==> src/hw/asp_pkg.sv <==
/*
  asp_pkg: constants for the sample packetizer control block.
  assumes: single 20 MHz clock domain, 32-bit peripheral register access.
*/
`default_nettype none
package asp_pkg;
  localparam logic [7:0] ASP_OFF_PIN0 = 8'h00;
  localparam logic [7:0] ASP_OFF_PIN1 = 8'h04;
  localparam logic [7:0] ASP_OFF_PIN2 = 8'h08;
  localparam logic [7:0] ASP_OFF_PIN3 = 8'h0c;
  localparam logic [7:0] ASP_OFF_GEN = 8'h20;
  localparam int ASP_NPINS = 4;
  localparam int ASP_BIT_EN = 0;
  localparam int ASP_BIT_CAL = 1;
  localparam int ASP_BIT_DROP = 24;
  localparam int ASP_CNT_LSB = 8;
  localparam int ASP_WID_LSB = 16;
  localparam int ASP_DEST_LSB = 8;
  localparam logic [1:0] ASP_WID_RST = 2'h1;
  localparam logic [7:0] ASP_CNT_RST = 8'h01;
  localparam logic [7:0] ASP_CNT_OPEN = 8'h00;
  localparam logic [2:0] ASP_CAL_PULSES = 3'h6;
  typedef enum logic [1:0] {
    ASP_W8 = 2'b00,
    ASP_W16 = 2'b01,
    ASP_WRSV = 2'b10,
    ASP_W32 = 2'b11
  } asp_width_type;
  typedef enum logic [1:0] {
    ASP_IDLE = 2'b00,
    ASP_HDR = 2'b01,
    ASP_DATA = 2'b10,
    ASP_END = 2'b11
  } asp_state_type;
endpackage
`default_nettype wire

==> src/hw/asp_ctrl.sv <==
/*
  asp_ctrl: adc general control, pin control registers and sample packetizer.
  assumes: converter returns a 12-bit result one cycle after its start strobe;
  network accepts a byte or control token when NET_READY is high.
*/
// Behaviour
// - sticky dropped flag bit 24, cleared by a general control read unless a new drop lands in the same cycle.
// - width field bits 17:16 reset 1; 8/16/32-bit, code 2 reserved, left-justified.
// - 8-bit mode sends upper eight result bits as one byte.
// - 16-bit mode pads four zeros, high byte sent first.
// - 32-bit mode pads twenty zeros, bytes sent most significant first.
// - count field bits 15:8 reset 1 sets samples per packet.
// - count zero keeps packet open until a control register access while idle, or a sample from another pin.
// - calibration bit 1 selects internal 0.8V reference instead of pin.
// - general control bit 0 enables the converter, reset 0.
// - pin control registers ignore writes while converter enabled.
// - six sampling pulses after enable calibrate and send nothing.
// - seventh and later pulses convert and deliver samples.
// - each sampling rising edge converts next enabled pin in rotation.
// - pin register bits 31:8 hold destination channel-end upper 24 bits.
// - pin register bit 0 reset 0 includes pin in conversions.
`timescale 1ns/1ps
`default_nettype none
module asp_ctrl
  import asp_pkg::*;
(
  input wire logic REF_CLK,
  input wire logic RST,
  input wire logic REG_WR,
  input wire logic REG_RD,
  input wire logic [7:0] REG_ADDR,
  input wire logic [31:0] REG_WDATA,
  output logic [31:0] REG_RDATA,
  input wire logic SAMPLE_CLK,
  output logic CONV_START,
  output logic [1:0] CONV_PIN,
  output logic CONV_CAL,
  input wire logic CONV_DONE,
  input wire logic [11:0] CONV_RESULT,
  output logic NET_VALID,
  output logic NET_CTRL,
  output logic [7:0] NET_DATA,
  input wire logic NET_READY
);
  // software-visible general control fields
  logic en_r;
  logic cal_r;
  logic [1:0] wid_r;
  logic [7:0] cnt_r;
  logic drop_r;

  // per-pin routing and enables, frozen while converting
  logic [23:0] dest_r [ASP_NPINS];
  logic [ASP_NPINS-1:0] pin_en_r;

  // sampling edge, warm-up count and rotation
  logic samp_d_r;
  logic [2:0] cal_cnt_r;
  logic [1:0] next_pin_r;
  logic [1:0] cur_pin_r;

  // packet sender; one holding word only, so a result that finds it busy is lost
  logic [1:0] open_pin_r;
  logic pkt_open_r;
  logic [7:0] in_pkt_r;
  logic [31:0] samp_r;
  logic samp_full_r;
  logic [1:0] byte_r;
  logic [1:0] hdr_r;
  asp_state_type st_r;

  // decode and handshake helpers
  logic samp_rise;
  logic found;
  logic [1:0] pick;
  logic any_access;
  logic ctl_access;
  logic pin_wr_ok;
  logic take;
  logic [31:0] packed_val;

  // packs a 12-bit result left-justified for the selected width
  function automatic logic [31:0] pack_sample(input logic [11:0] res, input logic [1:0] w);
    case (w)
      ASP_W8: pack_sample = {24'h000000, res[11:4]};
      ASP_W16: pack_sample = {16'h0000, res, 4'h0};
      default: pack_sample = {res, 20'h00000};
    endcase
  endfunction

  // bytes per sample minus one; reserved code treated as 32-bit
  function automatic logic [1:0] last_byte(input logic [1:0] w);
    case (w)
      ASP_W8: last_byte = 2'h0;
      ASP_W16: last_byte = 2'h1;
      default: last_byte = 2'h3;
    endcase
  endfunction

  // word-aligned pin control offsets 0x00 to 0x0c
  function automatic logic is_pin_reg(input logic [7:0] a);
    is_pin_reg = (a[7:4] == 4'h0) && (a[1:0] == 2'h0);
  endfunction

  // edge detect and access decode; a mapped register access seen while the sender is idle closes an open packet
  assign samp_rise = SAMPLE_CLK & ~samp_d_r;
  assign any_access = REG_WR | REG_RD;
  assign ctl_access = any_access && (REG_ADDR == ASP_OFF_GEN || is_pin_reg(REG_ADDR));
  assign pin_wr_ok = REG_WR && !en_r && is_pin_reg(REG_ADDR);
  assign take = NET_VALID && NET_READY;
  assign packed_val = pack_sample(CONV_RESULT, wid_r);

  // round-robin search for the next enabled pin from next_pin_r
  always_comb begin
    found = 1'b0;
    pick = next_pin_r;
    for (int i = 0; i < ASP_NPINS; i++) begin
      if (!found && pin_en_r[2'(next_pin_r + 2'(i))]) begin
        found = 1'b1;
        pick = 2'(next_pin_r + 2'(i));
      end
    end
  end

  // general control writes
  always_ff @(posedge REF_CLK) begin
    if (RST) begin
      en_r <= 1'b0;
      cal_r <= 1'b0;
      wid_r <= ASP_WID_RST;
      cnt_r <= ASP_CNT_RST;
    end else if (REG_WR && REG_ADDR == ASP_OFF_GEN) begin
      en_r <= REG_WDATA[ASP_BIT_EN];
      cal_r <= REG_WDATA[ASP_BIT_CAL];
      wid_r <= REG_WDATA[ASP_WID_LSB +: 2];
      cnt_r <= REG_WDATA[ASP_CNT_LSB +: 8];
    end
  end

  // per-pin control, frozen while enabled
  always_ff @(posedge REF_CLK) begin
    if (RST) begin
      pin_en_r <= '0;
      for (int i = 0; i < ASP_NPINS; i++) begin
        dest_r[i] <= 24'h000000;
      end
    end else if (pin_wr_ok) begin
      dest_r[REG_ADDR[3:2]] <= REG_WDATA[ASP_DEST_LSB +: 24];
      pin_en_r[REG_ADDR[3:2]] <= REG_WDATA[0];
    end
  end

  // read data; reserved bits read zero, unmapped reads give zero
  always_ff @(posedge REF_CLK) begin
    if (RST) begin
      REG_RDATA <= 32'h00000000;
    end else if (REG_RD) begin
      if (REG_ADDR == ASP_OFF_GEN) begin
        REG_RDATA <= {7'h00, drop_r, 6'h00, wid_r, cnt_r, 6'h00, cal_r, en_r};
      end else if (is_pin_reg(REG_ADDR)) begin
        REG_RDATA <= {dest_r[REG_ADDR[3:2]], 7'h00, pin_en_r[REG_ADDR[3:2]]};
      end else begin
        REG_RDATA <= 32'h00000000;
      end
    end
  end

  // dropped flag: a new drop in the read cycle wins over the clear
  always_ff @(posedge REF_CLK) begin
    if (RST) begin
      drop_r <= 1'b0;
    end else if (CONV_DONE && samp_full_r) begin
      drop_r <= 1'b1;
    end else if (REG_RD && REG_ADDR == ASP_OFF_GEN) begin
      drop_r <= 1'b0;
    end
  end

  // sampling edge detect and calibration pulse counting
  always_ff @(posedge REF_CLK) begin
    if (RST) begin
      samp_d_r <= 1'b0;
      cal_cnt_r <= 3'h0;
      CONV_START <= 1'b0;
      CONV_PIN <= 2'h0;
      CONV_CAL <= 1'b0;
      next_pin_r <= 2'h0;
      cur_pin_r <= 2'h0;
    end else begin
      samp_d_r <= SAMPLE_CLK;
      CONV_START <= 1'b0;
      CONV_CAL <= cal_r;
      if (!en_r) begin
        cal_cnt_r <= 3'h0; // re-enabling restarts calibration
      end else if (samp_rise) begin
        if (cal_cnt_r != ASP_CAL_PULSES) begin
          cal_cnt_r <= 3'(cal_cnt_r + 3'h1);
        end else if (found) begin
          CONV_START <= 1'b1;
          CONV_PIN <= pick;
          cur_pin_r <= pick;
          next_pin_r <= 2'(pick + 2'h1);
        end
      end
    end
  end

  // packet sender: header, sample bytes, end token
  always_ff @(posedge REF_CLK) begin
    if (RST) begin
      st_r <= ASP_IDLE;
      NET_VALID <= 1'b0;
      NET_CTRL <= 1'b0;
      NET_DATA <= 8'h00;
      samp_r <= 32'h00000000;
      samp_full_r <= 1'b0;
      byte_r <= 2'h0;
      hdr_r <= 2'h0;
      pkt_open_r <= 1'b0;
      open_pin_r <= 2'h0;
      in_pkt_r <= 8'h00;
    end else begin
      // a completed conversion lands in the holding word unless it is still busy
      if (CONV_DONE && !samp_full_r) begin
        samp_r <= packed_val;
        samp_full_r <= 1'b1;
      end
      case (st_r)
        // between samples: close, open a new packet, or continue the open one
        ASP_IDLE: begin
          if (pkt_open_r && (ctl_access || (samp_full_r && cur_pin_r != open_pin_r))) begin
            st_r <= ASP_END;
            NET_VALID <= 1'b1;
            NET_CTRL <= 1'b1;
            NET_DATA <= 8'h01;
          end else if (samp_full_r && !pkt_open_r) begin
            st_r <= ASP_HDR;
            open_pin_r <= cur_pin_r;
            hdr_r <= 2'h0;
            NET_VALID <= 1'b1;
            NET_CTRL <= 1'b0;
            NET_DATA <= dest_r[cur_pin_r][23:16];
          end else if (samp_full_r) begin
            st_r <= ASP_DATA;
            byte_r <= 2'h0;
            NET_VALID <= 1'b1;
            NET_CTRL <= 1'b0;
            NET_DATA <= samp_r[8*last_byte(wid_r) +: 8];
          end
        end
        // three destination bytes, high first
        ASP_HDR: begin
          if (take) begin
            if (hdr_r == 2'h2) begin
              pkt_open_r <= 1'b1;
              in_pkt_r <= 8'h00;
              byte_r <= 2'h0;
              st_r <= ASP_DATA;
              NET_DATA <= samp_r[8*last_byte(wid_r) +: 8];
            end else begin
              hdr_r <= 2'(hdr_r + 2'h1);
              NET_DATA <= (hdr_r == 2'h0) ? dest_r[open_pin_r][15:8] : dest_r[open_pin_r][7:0];
            end
          end
        end
        // sample bytes, most significant first
        ASP_DATA: begin
          if (take) begin
            if (byte_r == last_byte(wid_r)) begin
              samp_full_r <= 1'b0; // frees holding word for next conversion
              in_pkt_r <= 8'(in_pkt_r + 8'h01);
              if (cnt_r != ASP_CNT_OPEN && 8'(in_pkt_r + 8'h01) >= cnt_r) begin
                st_r <= ASP_END;
                NET_CTRL <= 1'b1;
                NET_DATA <= 8'h01;
              end else begin
                st_r <= ASP_IDLE;
                NET_VALID <= 1'b0;
              end
            end else begin
              byte_r <= 2'(byte_r + 2'h1);
              NET_DATA <= samp_r[8*(2'(last_byte(wid_r) - byte_r - 2'h1)) +: 8];
            end
          end
        end
        // end token releases the route
        ASP_END: begin
          if (take) begin
            st_r <= ASP_IDLE;
            pkt_open_r <= 1'b0;
            NET_VALID <= 1'b0;
            NET_CTRL <= 1'b0;
          end
        end
        default: st_r <= ASP_IDLE;
      endcase
    end
  end
endmodule // asp_ctrl
`default_nettype wire

==> config.mk <==
export PLATFORM = sky130hd
export DESIGN_NAME = asp_ctrl
export DESIGN_NICKNAME = d
export VERILOG_FILES = /design/src/hw/asp_pkg.sv /design/src/hw/asp_ctrl.sv
export SDC_FILE = /design/constraint.sdc
export NUM_CORES = 1
export LEC_CHECK = 0
export ABC_AREA = 0
export BUFFER_PORTS_ARGS = -buffer_cell sky130_fd_sc_hd__buf_4
export CAP_MARGIN = 10
export CORE_MARGIN = 4
export CORE_UTILIZATION = 54
export CTS_CLUSTER_DIAMETER = 120
export DETAILED_ROUTE_END_ITERATION = 10
export GPL_TIMING_DRIVEN = 0
export PLACE_DENSITY = 0.82
export SLEW_MARGIN = 10
export SYNTH_ARGS = -nofsm -noshare
export SYNTH_HDL_FRONTEND = slang
export SYNTH_SLANG_ARGS = --single-unit
==> constraint.sdc <==
create_clock -name REF_CLK -period 2.7 [get_ports REF_CLK]
set_input_delay 0.405 -clock REF_CLK [delete_from_list [all_inputs] [get_ports REF_CLK]]
set_output_delay 0.405 -clock REF_CLK [all_outputs]
set_load 0.05 [all_outputs]
Word level (Yosys, flattened, before mapping)
Memories as Yosys holds them, arrays and structs flattened. A register that Yosys moved wholly into a read port is not among the register bits.
Index checks and enable logic that the tools add are counted.
Cells by class
  add/sub/neg operators: 10
  order comparisons: 7
  eq/ne operators: 24
  shifts and indexed selects: 3
  mux-type cells: 115
  bitwise gates (word level): 7
  reduce and logical (&&, ||, !) cells: 51
Operators by type and width (number)
  $mux W8: 13
  $shiftx A32 B6 Y8: 3
  $mux W2: 44
  $mux W32: 2
  $pmux W32 S2: 1
  $mux W1: 38
  $ne A2 B2 Y1 const B: 13
  $mux W24: 1
  $pmux W8 S3: 1
  $reduce_or A24 Y1: 1
  $reduce_and A6 Y1: 3
  $logic_and A1 B1 Y1: 17
  $pmux W8 S2: 1
  $lt A2 B3 Y1 const B: 5
  $reduce_and A5 Y1: 3
  $bmux W1 S2: 5
  $add A2 B1 Y2 const B: 4
  $add A8 B1 Y8 const B: 1
  $eq A8 B6 Y1 const B: 1
  $ge A8 B8 Y1: 1
  $logic_not A2 Y1: 4
  $pmux W2 S2: 2
  $pmux W2 S4: 1
  $reduce_and A4 Y1: 2
  30 further kinds: 50
Storage, ports and cells
  bits in registers: 119
  bits in writable memories: 96
  input bits: 59
  output and inout port bits: 46
  word-level logic and storage cells: 242
  memories: 1
Memory list
  dest_r: words 4, width 24, read ports 3, clocked after Yosys merged registers in 2, wr ports 4, line asp_ctrl.sv:53  | logic [23:0] dest_r [ASP_NPINS];

Depth between registers and ports, before layout
Gate-level depths: netlist of run 1.
  word-level depth: 16
  depth in mapped cells: 12
  gate-level depth less buffers: 11

Worst setup path after synthesis of run 1
No wires, ideal clock.
  kind: flip-flop to flip-flop
  from: reg wid_r[0]
  to: reg NET_DATA[0]
  setup time: 129 ps
  arrival: 2613 ps
  data required time: 2571 ps
  slack: -42 ps
  cell stages (with the launch flop): 10
  path buffers: 2
  clock period less this slack: 2742 ps
  cells stage by stage: dfxtp_1 -> clkbuf_1 -> clkbuf_1 -> or2_2 -> ha_1 -> and2_1 -> and2_1 -> or4b_1 -> a311oi_1 -> o32ai_2
On the way
  word-level cells in the longest chain between the ends: 12
  elaborated cells between the ends (all ways): 35
  classes of those cells: add/sub: 2; eq/ne: 3; shift: 3; mux: 25; reduce/logical: 2
Ends and longest elaborated chain
  start, declared: line asp_ctrl.sv:48  | logic [1:0] wid_r;
  start signal, assigned: line asp_ctrl.sv:135  | wid_r <= REG_WDATA[ASP_WID_LSB +: 2];
  $eq A2 B1 Y1 or $logic_not A2 Y1 (tied branches): line asp_ctrl.sv:93  | case (w)
  $pmux W2 S2 (*): line asp_ctrl.sv:93
  $mux W2 (on tied branches): line asp_ctrl.sv:269, asp_ctrl.sv:243
  $mux W2 (on tied branches): line asp_ctrl.sv:268, asp_ctrl.sv:236
  $mux W2 (on tied branches): line asp_ctrl.sv:228, asp_ctrl.sv:231
  $mux W2 (on tied branches): line asp_ctrl.sv:210, asp_ctrl.sv:228
  $sub A2 B2 Y2 or $mux W2 (tied branches): line asp_ctrl.sv:282, asp_ctrl.sv:210
  $sub A2 B1 Y2 or $shiftx A32 B6 Y8 (tied branches): line asp_ctrl.sv:282, asp_ctrl.sv:248
  $shiftx A32 B6 Y8 or $mux W8 (tied branches): line asp_ctrl.sv:282, asp_ctrl.sv:243
  $mux W8 (on tied branches): line asp_ctrl.sv:269, asp_ctrl.sv:236
  $mux W8 (on tied branches): line asp_ctrl.sv:268, asp_ctrl.sv:231
  $pmux W8 S3: line asp_ctrl.sv:228  | case (st_r)
  end signal, assigned: line asp_ctrl.sv:242  | NET_DATA <= dest_r[cur_pin_r][23:16];
  end signal, assigned: line asp_ctrl.sv:262  | NET_DATA <= (hdr_r == 2'h0) ? dest_r[open_pin_r][15:8] : dest_r[open_pin_r][7:0];
  end signal, assigned: line asp_ctrl.sv:282  | NET_DATA <= samp_r[8*(2'(last_byte(wid_r) - byte_r - 2'h1)) +: 8];
  end, declared: line asp_ctrl.sv:42  | output logic [7:0] NET_DATA,
Every way passes the cells marked *; elsewhere a longest branch is shown, timed or not. The select of a mux whose other input is x is not followed.
A chain may end at the register's enable or synchronous reset.

Worst setup path in the final report of run 1
  from: reg hdr_r[0]
  to: reg NET_DATA[1]
On the way
  word-level cells in the longest chain between the ends: 5
  elaborated cells between the ends (all ways): 6
  classes of those cells: eq/ne: 1; mux: 4; reduce/logical: 1
Ends and longest elaborated chain
  start, declared: line asp_ctrl.sv:69  | logic [1:0] hdr_r;
  start signal, assigned: line asp_ctrl.sv:261  | hdr_r <= 2'(hdr_r + 2'h1);
  $logic_not A2 Y1: line asp_ctrl.sv:262
  $mux W8: line asp_ctrl.sv:262
  $mux W8 (*): line asp_ctrl.sv:254  | if (hdr_r == 2'h2) begin
  $mux W8 (*): line asp_ctrl.sv:253  | if (take) begin
  $pmux W8 S3 (*): line asp_ctrl.sv:228
  end signal, assigned: line asp_ctrl.sv:242
  end signal, assigned: line asp_ctrl.sv:259  | NET_DATA <= samp_r[8*last_byte(wid_r) +: 8];
  end signal, assigned: line asp_ctrl.sv:262
Marks and branches as above.

==> impl_results.md, run 1 <==
* FF+latch area at 5160 µm²
* WP data required at 3.09 ns
* DPL Wire Length at 22900 µm
* Final TNS setup at -0.150 ns
* Fillers at 1505
* Drt first-iter violations at 1126
* Flop pwr share at 41.6%
* CP Launch Type: flip-flop
* Gpl congestion at 0.952
* Clock power share at 34.2%
* Total Nets Final at 1223
* Combinational power share at 24.2%
* Pin count of the biggest net entering global routing at 26
* Top_reg_cell synth: dfxtp_1
* Drt via density at 6.31
* Area of the die at 22100 µm²
* DR DRC count at 0
* Layout cell share with drive strength beyond 1 at 21.7%
* TritonCTS clock tree: built
* Slowest CP cell: a211oi_1
* Crit path DAT at 3.19 ns
* N_diodes at 0
* Wire length per cell at 22.8 µm
* Sw Ratio at 31.9%
* Die height at 149 µm
* # clock sinks at 209
* Die width at 149 µm
* Met2 Use GR at 48.3%
* DP Area at 11700 µm²
* Final count of pins violating max slew at 0
* Pwr dens at 690 nW/µm²
* Worst path cell trace: inv_1, ha_1, mux4_2, nor2b_1, a211oi_1, a21oi_1, a211oi_1, o32ai_2
* FFs w/ async S/R, synth at 0%
* Outcome: complete, but fails checks
* Max Cap Violations at 0
* Num CTS Buffers at 23
* Register area share after synthesis at 48.2%
* Clock root cell: clkbuf_16
* Simple-Gate Fraction of Synth Area at 18.1%
* First-pass detailed-route iteration total at 6
* Hold Worst Slack at 0.124 ns
* Post-CTS Hold Buffers at 0
* Hold Crit Class: primary input to flip-flop
* Worst path max stage delay at 0.59 ns
* P&R area growth vs syn at 18.1%
* Most frequent cells in the layout: buf_4 (110), dfxtp_1 (107), edfxtp_1 (96)
* Buffers added on ports at 91
* Final Hold Vio Count at 0
* Yosys cell types at 61
* Vias in the first global route at 8982
* CP max FO at 10
* Commonest non-fill, non-tap cell in the layout: buf_4
* RSZ-0062 raised after global routing: yes
* Final Util at 64.8%
* Largest family of logic cells by synthesized area: simple AND/OR/NAND/NOR gates
* Crit path time final at 2.80 ns
* Clk slew on worst S/H paths at 0.06 ns
* Mapped Cells at 1021
* Slew HR at 22.1%
* Grt peak-use layer: met2
* Routed Antenna Nets at 0
* Cell area after synthesis at 10700 µm²
* Avg Cell Area, Syn at 10.5 µm²
* # IOs at 105
* Worst path bufs/invs at 1
* Worst skew pair latency at 0.51 ns
* LEAKAGE at 4.74 nW
* NetSw at 2.77 mW
* Post-synth EDFFs at 96
* M1 GR Usage at 35.9%
* Slew at the pin closest to its max-slew limit at 1.15 ns
* First-pass GRT wire length at 49900 µm
* H-tree depth at 1
* Routed wire length at 32600 µm
* Adder-Cell Fraction of Synth Area at 2.34%
* Violated checks: negative setup slack
* Vias at 8994
* Crit path max-delay family: compound AO/OA/AOI/OAI gates
* GR Overflow Total at 0
* Placeable core area at 19500 µm²
* GRT Overall Usage at 29.0%
* Finish-stage setup viols at 2
* Fin crit share at 104%
* Worst vdd ir at 0.398 mV
* Initial core utilization at 54.8%
* Internal Pwr Total at 5.93 mW
* Area of the multi-input gates at 5180 µm²
* Yosys reg bits at 209
* GR met3 Demand/Resource at 7.10%
* Post-route cell area at 12600 µm²
* CP Capture Type: flip-flop
* Compound-cell area share of the yosys netlist at 12.3%
* Max Root-Sink Buffers at 3
* Cell Rows at 51
* Clk_skew at 0.0113 ns
* Mux cell area share after synthesis at 13.1%
* Most used cell along the critical path: a211oi_1
* Slack of the critical path at -0.0955 ns
* Yosys warning total at 0
* Setup CP Type: flip-flop to flip-flop
* Fmax at 358 MHz
* XOR/XNOR Fraction of Synth Area at 1.21%
* Initial antenna violation count at 0
==> cells in the mapped netlist (3+ instances only) <==
master,instances,share of area [%]
xnor2_1,6,0.49
a211oi_1,21,1.5
clkbuf_1,51,1.8
mux4_2,49,10
buf_2,10,0.47
and2_1,17,1.0
edfxtp_1,96,27
o22ai_1,3,0.18
nor2b_1,18,1.1
nor2_1,93,3.3
a21oi_1,77,3.6
o211ai_1,5,0.35
ha_1,20,2.3
nand2b_1,28,1.6
o32ai_2,8,1.2
dfxtp_1,113,21
o31ai_1,5,0.35
nand2_1,94,3.3
buf_4,10,0.70
mux2i_1,24,2.3
a22oi_1,33,2.3
buf_1,7,0.25
inv_1,38,1.3
and3b_1,3,0.25
mux2_2,5,0.53
nor3_1,10,0.47
or2_2,5,0.29
xor2_1,5,0.41
or3_1,3,0.18
nand3_1,52,2.4
and3_1,56,3.3
o21ai_0,18,0.84
==> worst register-to-register path: cells and delay by family, from the launching register on <==
kind | cells | cell delay [ns]
buffers and inverters | 1 | 0.10
AO/OA/AOI/OAI | 4 | 1.12
adder cells (fa/ha/maj) | 1 | 0.57
AND/OR/NAND/NOR | 1 | 0.15
multiplexers | 1 | 0.42
flip-flops | 1 | 0.31
==> power by group through the flow <==
stage / combinational (mW) / clock [mW] / sequential [mW]
6_report: 2.11 / 2.97 / 3.62
4_1_cts: 2.07 / 2.97 / 3.62
5_1_grt: 2.24 / 3.11 / 3.64
2_1_floorplan: 1.16 / 0 / 3.91
3_5_place_dp: 2.00 / 0 / 3.68
3_3_place_gp: 1.96 / 0 / 3.67
==> flip-flops by register name (all words and copies together), names as in the netlist, 3 cells and up, named ones only <==
register	count
pin_en_r	4
samp_r	28
cnt_r	8
in_pkt_r	8
dest_r	96
cal_cnt_r	3
NET_DATA	8
REG_RDATA	26
==> path summary, 6_finish.rpt <==
path	from	endpoint	slack, ns	cells past startpoint
worst max-delay path	hdr_r[0]	NET_DATA[1]	-0.1	8
worst min-delay path	SAMPLE_CLK	samp_d_r	0.12	2
worst max register to register	hdr_r[0]	NET_DATA[1]	-0.1	8
worst min register to register	samp_r[23]	samp_r[23]	0.46	2
==> stage by stage <==
stage	setup WS, ns	cells	power, mW
finish	-0.0955	1425	8.70
global route	-0.128	1425	8.99
CTS	0.00426	1423	8.66
detailed placement	-0.814	1382	5.68
global placement	-0.752	1382	5.63
floorplan	0.0259	1026	5.07
==> metal layers <==
metal  vias to the layer above  share of wire [%]
li1                       3959                  -
met1                      4370                 36
met2                       552                 48
met3                       113                 11
met4                         0                5.1
met5                         -                  0
==> cell type report <==
cell class	instances	share of cell area [%]
multi-input cells	700	41.1
flip-flops and latches	209	41.0
repair buffers	99	5.90
clock buffers	32	5.17
plain buffers	73	2.74
well taps	265	2.63
inverters	38	1.13
clock inverters	9	0.367
==> logic make-up after synthesis <==
logic type	after synthesis
multiplexers	78
flip-flops	209
buffers and inverters	117
AND/OR/NAND/NOR	391
AO/OA/AOI/OAI	192
XOR/XNOR	13
adder cells (fa/ha/maj)	20
other	1
==> repair_timing <==
| item | 4_1_cts | 5_1_grt |
|---|---|---|
| pin swaps | 9 | 7 |
| endpoints found under the hold margin | 0 | 0 |
| buffers inserted | 5 | 3 |
| endpoints found under the setup margin | 44 | 57 |
| gates resized for setup | 34 | 6 |
Power figures use the tool's default switching activity.
==> inputs of run 2 (changes only) <==
--- a/config.mk
+++ b/config.mk
@@ -8,12 +8,14 @@
 export ABC_AREA = 0
 export BUFFER_PORTS_ARGS = -buffer_cell sky130_fd_sc_hd__buf_4
 export CAP_MARGIN = 10
+export CELL_PAD_IN_SITES_DETAIL_PLACEMENT = 1
+export CELL_PAD_IN_SITES_GLOBAL_PLACEMENT = 2
 export CORE_MARGIN = 4
-export CORE_UTILIZATION = 54
+export CORE_UTILIZATION = 35
 export CTS_CLUSTER_DIAMETER = 120
 export DETAILED_ROUTE_END_ITERATION = 10
 export GPL_TIMING_DRIVEN = 0
-export PLACE_DENSITY = 0.82
+export PLACE_DENSITY = 0.81
 export SLEW_MARGIN = 10
 export SYNTH_ARGS = -nofsm -noshare
 export SYNTH_HDL_FRONTEND = slang
==> run 2 against run 1 <==
  * Sequential share of layout area down 1.3 points
  * Design area grew 3.2%
  * Die area increased by 51%
  * Fmax grew 4.9%
  * Final cell count grew 9.5%
  * Worst setup slack better by 0.13 ns
  * Via count decreased by 3.7%
  * Total power is 6.6% higher
  * The run now ends clean
  * Global-route usage decreased by 7.4 points
  * Hold slack got worse by 0.022 ns
  * Critical path type unchanged
  * Largest cell class unchanged
==> impl_results.md, run 2 (same netlist as run 1, synthesis figures left out) <==
* Fillers at 3313 (was 1505)
* DP Area at 11900 µm² (was 11700 µm²)
* CP Launch Type: flip-flop (unchanged)
* Layout cell share with drive strength beyond 1 at 23.0% (was 21.7%)
* Clock power share at 37.1% (was 34.2%)
* NetSw at 2.98 mW (was 2.77 mW)
* Vias in the first global route at 8940 (was 8982)
* Worst path bufs/invs at 1 (unchanged)
* Area of the multi-input gates at 5260 µm² (was 5180 µm²)
* Sw Ratio at 32.1% (was 31.9%)
* RSZ-0062 raised after global routing: yes (unchanged)
* Drt first-iter violations at 736 (was 1126)
* Crit path max-delay family: simple AND/OR/NAND/NOR gates (was compound AO/OA/AOI/OAI gates)
* CP Capture Type: flip-flop (unchanged)
* Clk_skew at 0.0167 ns (was 0.0113 ns)
* N_diodes at 0 (unchanged)
* Pwr dens at 713 nW/µm² (was 690 nW/µm²)
* Post-Layout Cell Count at 1561 (was 1425)
* Register with the most flip-flops: dest_r (unchanged)
* Area of the die at 33400 µm² (was 22100 µm²)
* Placed Cells at 1507 (was 1382)
* Flop pwr share at 38.9% (was 41.6%)
* Final TNS setup at 0 ns (was -0.150 ns)
* Max Cap Violations at 0 (unchanged)
* GRT Overall Usage at 21.6% (was 29.0%)
* Commonest non-fill, non-tap cell in the layout: buf_4 (unchanged)
* Slew HR at 34.0% (was 22.1%)
* LEAKAGE at 4.84 nW (was 4.74 nW)
* Worst skew pair latency at 0.55 ns (was 0.51 ns)
* Worst vdd ir at 0.480 mV (was 0.398 mV)
* Routed Antenna Nets at 0 (unchanged)
* Routed wire length at 36600 µm (was 32600 µm)
* Cell Rows at 63 (was 51)
* Clk slew on worst S/H paths at 0.06 ns (about the same)
* Fin crit share at 98.7% (was 104%)
* FF+latch area at 5170 µm² (was 5160 µm²)
* CP max FO at 16 (was 10)
* Slack of the critical path at 0.0354 ns (was -0.0955 ns)
* Worst path cell trace: buf_4, or2_2, ha_4, and2_1, and2_1, or4b_1, a311oi_2, o32ai_2 (was inv_1, ha_1, mux4_2, nor2b_1, a211oi_1, a21oi_1, a211oi_1, o32ai_2)
* Max Root-Sink Buffers at 3 (unchanged)
* Die height at 183 µm (was 149 µm)
* Final Hold Vio Count at 0 (unchanged)
* Crit path time final at 2.66 ns (was 2.80 ns)
* Most frequent cells in the layout: buf_4 (115), dfxtp_1 (106), edfxtp_1 (96) (was buf_4 (110), dfxtp_1 (107), edfxtp_1 (96))
* P&R area growth vs syn at 21.9% (was 18.1%)
* Most used cell along the critical path: and2_1 (was a211oi_1)
* Pin count of the biggest net entering global routing at 26 (unchanged)
* Worst path max stage delay at 0.55 ns (was 0.59 ns)
* Drt via density at 5.55 (was 6.31)
* Crit path DAT at 3.08 ns (was 3.19 ns)
* WP data required at 3.12 ns (was 3.09 ns)
* Outcome: complete, no violations (was complete, but fails checks)
* First-pass GRT wire length at 55500 µm (was 49900 µm)
* Final count of pins violating max slew at 0 (unchanged)
* Fmax at 375 MHz (was 358 MHz)
* TritonCTS clock tree: built (unchanged)
* DPL Wire Length at 27000 µm (was 22900 µm)
* Die width at 183 µm (was 149 µm)
* # clock sinks at 209 (unchanged)
* Initial core utilization at 35.7% (was 54.8%)
* Post-route cell area at 13000 µm² (was 12600 µm²)
* Internal Pwr Total at 6.30 mW (was 5.93 mW)
* Initial antenna violation count at 0 (unchanged)
* Combinational power share at 23.9% (was 24.2%)
* Total Nets Final at 1230 (was 1223)
* GR Overflow Total at 0 (unchanged)
* Clock root cell: clkbuf_16 (unchanged)
* Vias at 8657 (was 8994)
* Placeable core area at 29900 µm² (was 19500 µm²)
* Slew at the pin closest to its max-slew limit at 0.986 ns (was 1.15 ns)
* Buffers added on ports at 91 (unchanged)
* Hold Crit Class: primary input to flip-flop (unchanged)
* Max reg flops at 96 (unchanged)
* Wire length per cell at 23.5 µm (was 22.8 µm)
* Setup CP Type: flip-flop to flip-flop (unchanged)
* DR DRC count at 0 (unchanged)
* Num CTS Buffers at 26 (was 23)
* Top flop regs: dest_r (96), samp_r (28), REG_RDATA (26) (unchanged)
* H-tree depth at 1 (unchanged)
* Gpl congestion at 0.850 (was 0.952)
* # IOs at 105 (unchanged)
* First-pass detailed-route iteration total at 5 (was 6)
* Setup WS pre-CTS at -0.780 ns (was -0.814 ns)
* Finish-stage setup viols at 0 (was 2)
* Slowest CP cell: or4b_1 (was a211oi_1)
-- run 2: cell types whose count changed in the layout (fill, tap and decap cells not counted), moves of 3 or more --
cell      delta
nor3_2       +3
clkbuf_1     +5
buf_4        +5
nor3_1       -3
-- run 2: final timing paths --
kind / start / to / slack (ns) / depth (start not counted)
worst min-delay path: SAMPLE_CLK / samp_d_r / 0.10 / 2
worst max-delay path: wid_r[1] / NET_DATA[0] / 0.04 / 8
worst min register to register: samp_r[21] / samp_r[21] / 0.46 / 2
worst max register to register: wid_r[1] / NET_DATA[0] / 0.04 / 8
-- run 2: layout make-up --
type	count	area share, %
Sequential cell	209	39.7
Multi-Input combinational cell	700	40.4
Clock buffer	37	5.40
Buffer	72	2.57
Tap cell	390	3.75
Timing Repair Buffer	104	6.03
Clock inverter	11	1.00
Inverter	38	1.10
-- run 2: power groups by stage --
stage / registers (mW) / clock network [mW] / logic (mW)
2_1_floorplan: 3.91 / 0 / 1.16
3_3_place_gp: 3.67 / 0 / 2.07
3_5_place_dp: 3.68 / 0 / 2.08
4_1_cts: 3.62 / 3.50 / 2.15
5_1_grt: 3.63 / 3.65 / 2.38
6_report: 3.61 / 3.45 / 2.22
-- run 2: metrics by stage --
step | hold slack [ns] | power [mW] | util (%)
final | 0.102 | 9.28 | 43.5
after global routing | 0.0957 | 9.66 | 43.5
after CTS | 0.0817 | 9.27 | 43.2
after detailed placement | 0.451 | 5.76 | 39.7
after global placement | 0.449 | 5.74 | 39.7
after floorplan | 0.432 | 5.07 | -
-- run 2: repair_timing --
action | 4_1_cts | 5_1_grt
pin swaps | 8 | 9
setup buffers | 7 | 6
hold buffers | 0 | 0
endpoints found under the setup margin | 70 | 62
gates resized for setup | 41 | 14
-- run 2: routing by layer --
layer  vias to the layer above  GRT usage [%]  routed length, µm
met1                      4343           29.1              15700
li1                       4005              -                  -
met4                         0           6.09               1100
met5                         -              0                  0
met3                        64           3.75               2230
met2                       245           35.8              17600
==> inputs of run 3 (changes only) <==
--- a/config.mk
+++ b/config.mk
@@ -9,13 +9,13 @@
 export BUFFER_PORTS_ARGS = -buffer_cell sky130_fd_sc_hd__buf_4
 export CAP_MARGIN = 10
 export CELL_PAD_IN_SITES_DETAIL_PLACEMENT = 1
-export CELL_PAD_IN_SITES_GLOBAL_PLACEMENT = 2
+export CELL_PAD_IN_SITES_GLOBAL_PLACEMENT = 1
 export CORE_MARGIN = 4
-export CORE_UTILIZATION = 35
+export CORE_UTILIZATION = 43
 export CTS_CLUSTER_DIAMETER = 120
 export DETAILED_ROUTE_END_ITERATION = 10
 export GPL_TIMING_DRIVEN = 0
-export PLACE_DENSITY = 0.81
+export PLACE_DENSITY = 0.82
 export SLEW_MARGIN = 10
 export SYNTH_ARGS = -nofsm -noshare
 export SYNTH_HDL_FRONTEND = slang
==> constraint.sdc (replaced) <==
create_clock -name REF_CLK -period 2.7 [get_ports REF_CLK]
set_input_delay 0.54 -clock REF_CLK [delete_from_list [all_inputs] [get_ports REF_CLK]]
set_output_delay 0.54 -clock REF_CLK [all_outputs]
set_load 0.05 [all_outputs]
==> run 3 against run 2 <==
  * The run now ends with negative setup slack left
  * Combinational power about the same
  * First-iteration DRC count up 45%
  * Critical path type unchanged
  * Sequential cell count unchanged
  * Design area barely moved
  * Worst setup slack got worse by 0.15 ns
  * Fmax decreased by 5.3%
  * Sequential share of layout area down 0.052 points
==> impl_results.md, run 3 (same netlist as run 1, synthesis figures left out) <==
* Hold Crit Class: primary input to flip-flop (unchanged)
* Post-CTS Hold Buffers at 0 (unchanged)
* N_diodes at 0 (unchanged)
* Fmax at 355 MHz (was 375 MHz)
* Worst skew pair latency at 0.54 ns (was 0.55 ns)
* CP startpoint: in_pkt_r[0] (was wid_r[1])
* Initial core utilization at 43.8% (was 35.7%)
* Crit path time final at 2.81 ns (was 2.66 ns)
* Fillers at 2718 (was 3313)
* Pwr dens at 724 nW/µm² (was 713 nW/µm²)
* Final TNS setup at -0.899 ns (was 0 ns)
* Register with the most flip-flops: dest_r (unchanged)
* Final Hold Vio Count at 0 (unchanged)
* Cell Rows at 57 (was 63)
* Max Root-Sink Buffers at 3 (unchanged)
* H-tree depth at 1 (unchanged)
* Top flop regs: dest_r (96), samp_r (28), REG_RDATA (26) (unchanged)
* Slew HR at 33.9% (was 34.0%)
* Vias at 9162 (was 8657)
* Post-route cell area at 13000 µm² (about the same)
* Post-Layout Cell Count at 1501 (was 1561)
* Slew at the pin closest to its max-slew limit at 0.989 ns (was 0.986 ns)
* Pin count of the biggest net entering global routing at 26 (unchanged)
* Area of the multi-input gates at 5260 µm² (about the same)
* Slack of the critical path at -0.114 ns (was 0.0354 ns)
* Finish-stage setup viols at 9 (was 0)
* WP data required at 3.11 ns (was 3.12 ns)
* Outcome: complete, but fails checks (was complete, no violations)
* Die width at 166 µm (was 183 µm)
* Clock root cell: clkbuf_16 (unchanged)
* CP Launch Type: flip-flop (unchanged)
* FF+latch area at 5160 µm² (was 5170 µm²)
* # IOs at 105 (unchanged)
* Clk slew on worst S/H paths at 0.06 ns (about the same)
* Commonest non-fill, non-tap cell in the layout: buf_4 (unchanged)
* LEAKAGE at 4.92 nW (was 4.84 nW)
* CP max FO at 8 (was 16)
* Routed Antenna Nets at 0 (unchanged)
* Worst path cell trace: nand3_4, or2_4, nor2_4, xor2_4, ha_4, nand4_1, a21oi_2, a32oi_4, a2111oi_4, buf_4, or2_4, o32ai_4 (was buf_4, or2_2, ha_4, and2_1, and2_1, or4b_1, a311oi_2, o32ai_2)
* Setup CP Type: flip-flop to flip-flop (unchanged)
* Crit path DAT at 3.22 ns (was 3.08 ns)
* Vias in the first global route at 9475 (was 8940)
* Most frequent cells in the layout: buf_4 (124), dfxtp_1 (107), edfxtp_1 (96) (was buf_4 (115), dfxtp_1 (106), edfxtp_1 (96))
* Hold Worst Slack at 0.221 ns (was 0.102 ns)
* Final count of pins violating max slew at 0 (unchanged)
* Placeable core area at 24400 µm² (was 29900 µm²)
* DR DRC count at 0 (unchanged)
* Buffers added on ports at 91 (unchanged)
* Most used cell along the critical path: or2_4 (was and2_1)
* First-pass detailed-route iteration total at 6 (was 5)
* Initial antenna violation count at 1 (was 0)
* First-pass GRT wire length at 57200 µm (was 55500 µm)
* Crit path max-delay family: compound AO/OA/AOI/OAI gates (was simple AND/OR/NAND/NOR gates)
* Drt via density at 6.10 (was 5.55)
* RSZ-0062 raised after global routing: yes (unchanged)
* Num CTS Buffers at 25 (was 26)
* Reg2reg start: in_pkt_r[0] (was wid_r[1])
* Worst path max stage delay at 0.39 ns (was 0.55 ns)
* P&R area growth vs syn at 22.0% (was 21.9%)
* Overall power at 9.42 mW (was 9.28 mW)
* Clk_skew at 0.0104 ns (was 0.0167 ns)
* DP Area at 11800 µm² (was 11900 µm²)
* GR Overflow Total at 0 (unchanged)
* Wire length per cell at 25.7 µm (was 23.5 µm)
* Slowest CP cell: dfxtp_4 (was or4b_1)
* Gpl congestion at 0.896 (was 0.850)
* Total Nets Final at 1238 (was 1230)
* Area of the die at 27400 µm² (was 33400 µm²)
* Die height at 166 µm (was 183 µm)
* # clock sinks at 209 (unchanged)
* Final Util at 53.4% (was 43.5%)
* Worst path bufs/invs at 1 (unchanged)
* TritonCTS clock tree: built (unchanged)
* DPL Wire Length at 26700 µm (was 27000 µm)
* Max Cap Violations at 0 (unchanged)
* GRT Overall Usage at 27.7% (was 21.6%)
* CP Capture Type: flip-flop (unchanged)
* Worst vdd ir at 0.672 mV (was 0.480 mV)
* Routed wire length at 38500 µm (was 36600 µm)
* Hold path start: SAMPLE_CLK (unchanged)
* Fin crit share at 104% (was 98.7%)
* Layout cell share with drive strength beyond 1 at 23.4% (was 23.0%)
* Max reg flops at 96 (unchanged)
* Drt first-iter violations at 1065 (was 736)
* Placed Cells at 1441 (was 1507)
* Violated checks: negative setup slack
* Setup WS pre-CTS at -0.746 ns (was -0.780 ns)
==> run 3: layout make-up <==
type | count | share of cell area, %
Multi-Input combinational cell | 700 | 40.4
Sequential cell | 209 | 39.7
Timing Repair Buffer | 113 | 6.52
Clock buffer | 31 | 5.36
Tap cell | 324 | 3.11
Buffer | 72 | 2.55
Clock inverter | 14 | 1.27
Inverter | 38 | 1.10
==> run 3: worst paths after layout <==
kind	endpoint	slack, ns	cells after the start
worst max-delay path	NET_DATA[7]	-0.11	12
worst min-delay path	samp_d_r	0.22	2
worst max register to register	NET_DATA[7]	-0.11	12
worst min register to register	samp_r[23]	0.46	2
==> run 3: power breakdown <==
group / switching [mW] / leakage [nW] / internal, mW / total, mW
Sequential: 0.130 / 1.83 / 3.49 / 3.62
Clock: 1.43 / 0.428 / 2.13 / 3.56
Combinational: 1.45 / 2.66 / 0.790 / 2.24
==> run 3: layer usage <==
| metal | GRT usage [%] | vias to the layer above | part of all wire [%] |
|---|---|---|---|
| met5 | 0 | - | 0 |
| met3 | 4.22 | 113 | 7.5 |
| met2 | 47.7 | 487 | 49 |
| met4 | 10.4 | 0 | 4.2 |
| li1 | - | 3992 | - |
| met1 | 35.2 | 4570 | 39 |
==> run 3: timing repair <==
| action | CTS | global route |
|---|---|---|
| buffers inserted | 18 | 4 |
| gates cloned | 0 | 0 |
| setup endpoints to repair | 94 | 61 |
| resized for setup | 38 | 11 |
| pin swaps | 12 | 15 |
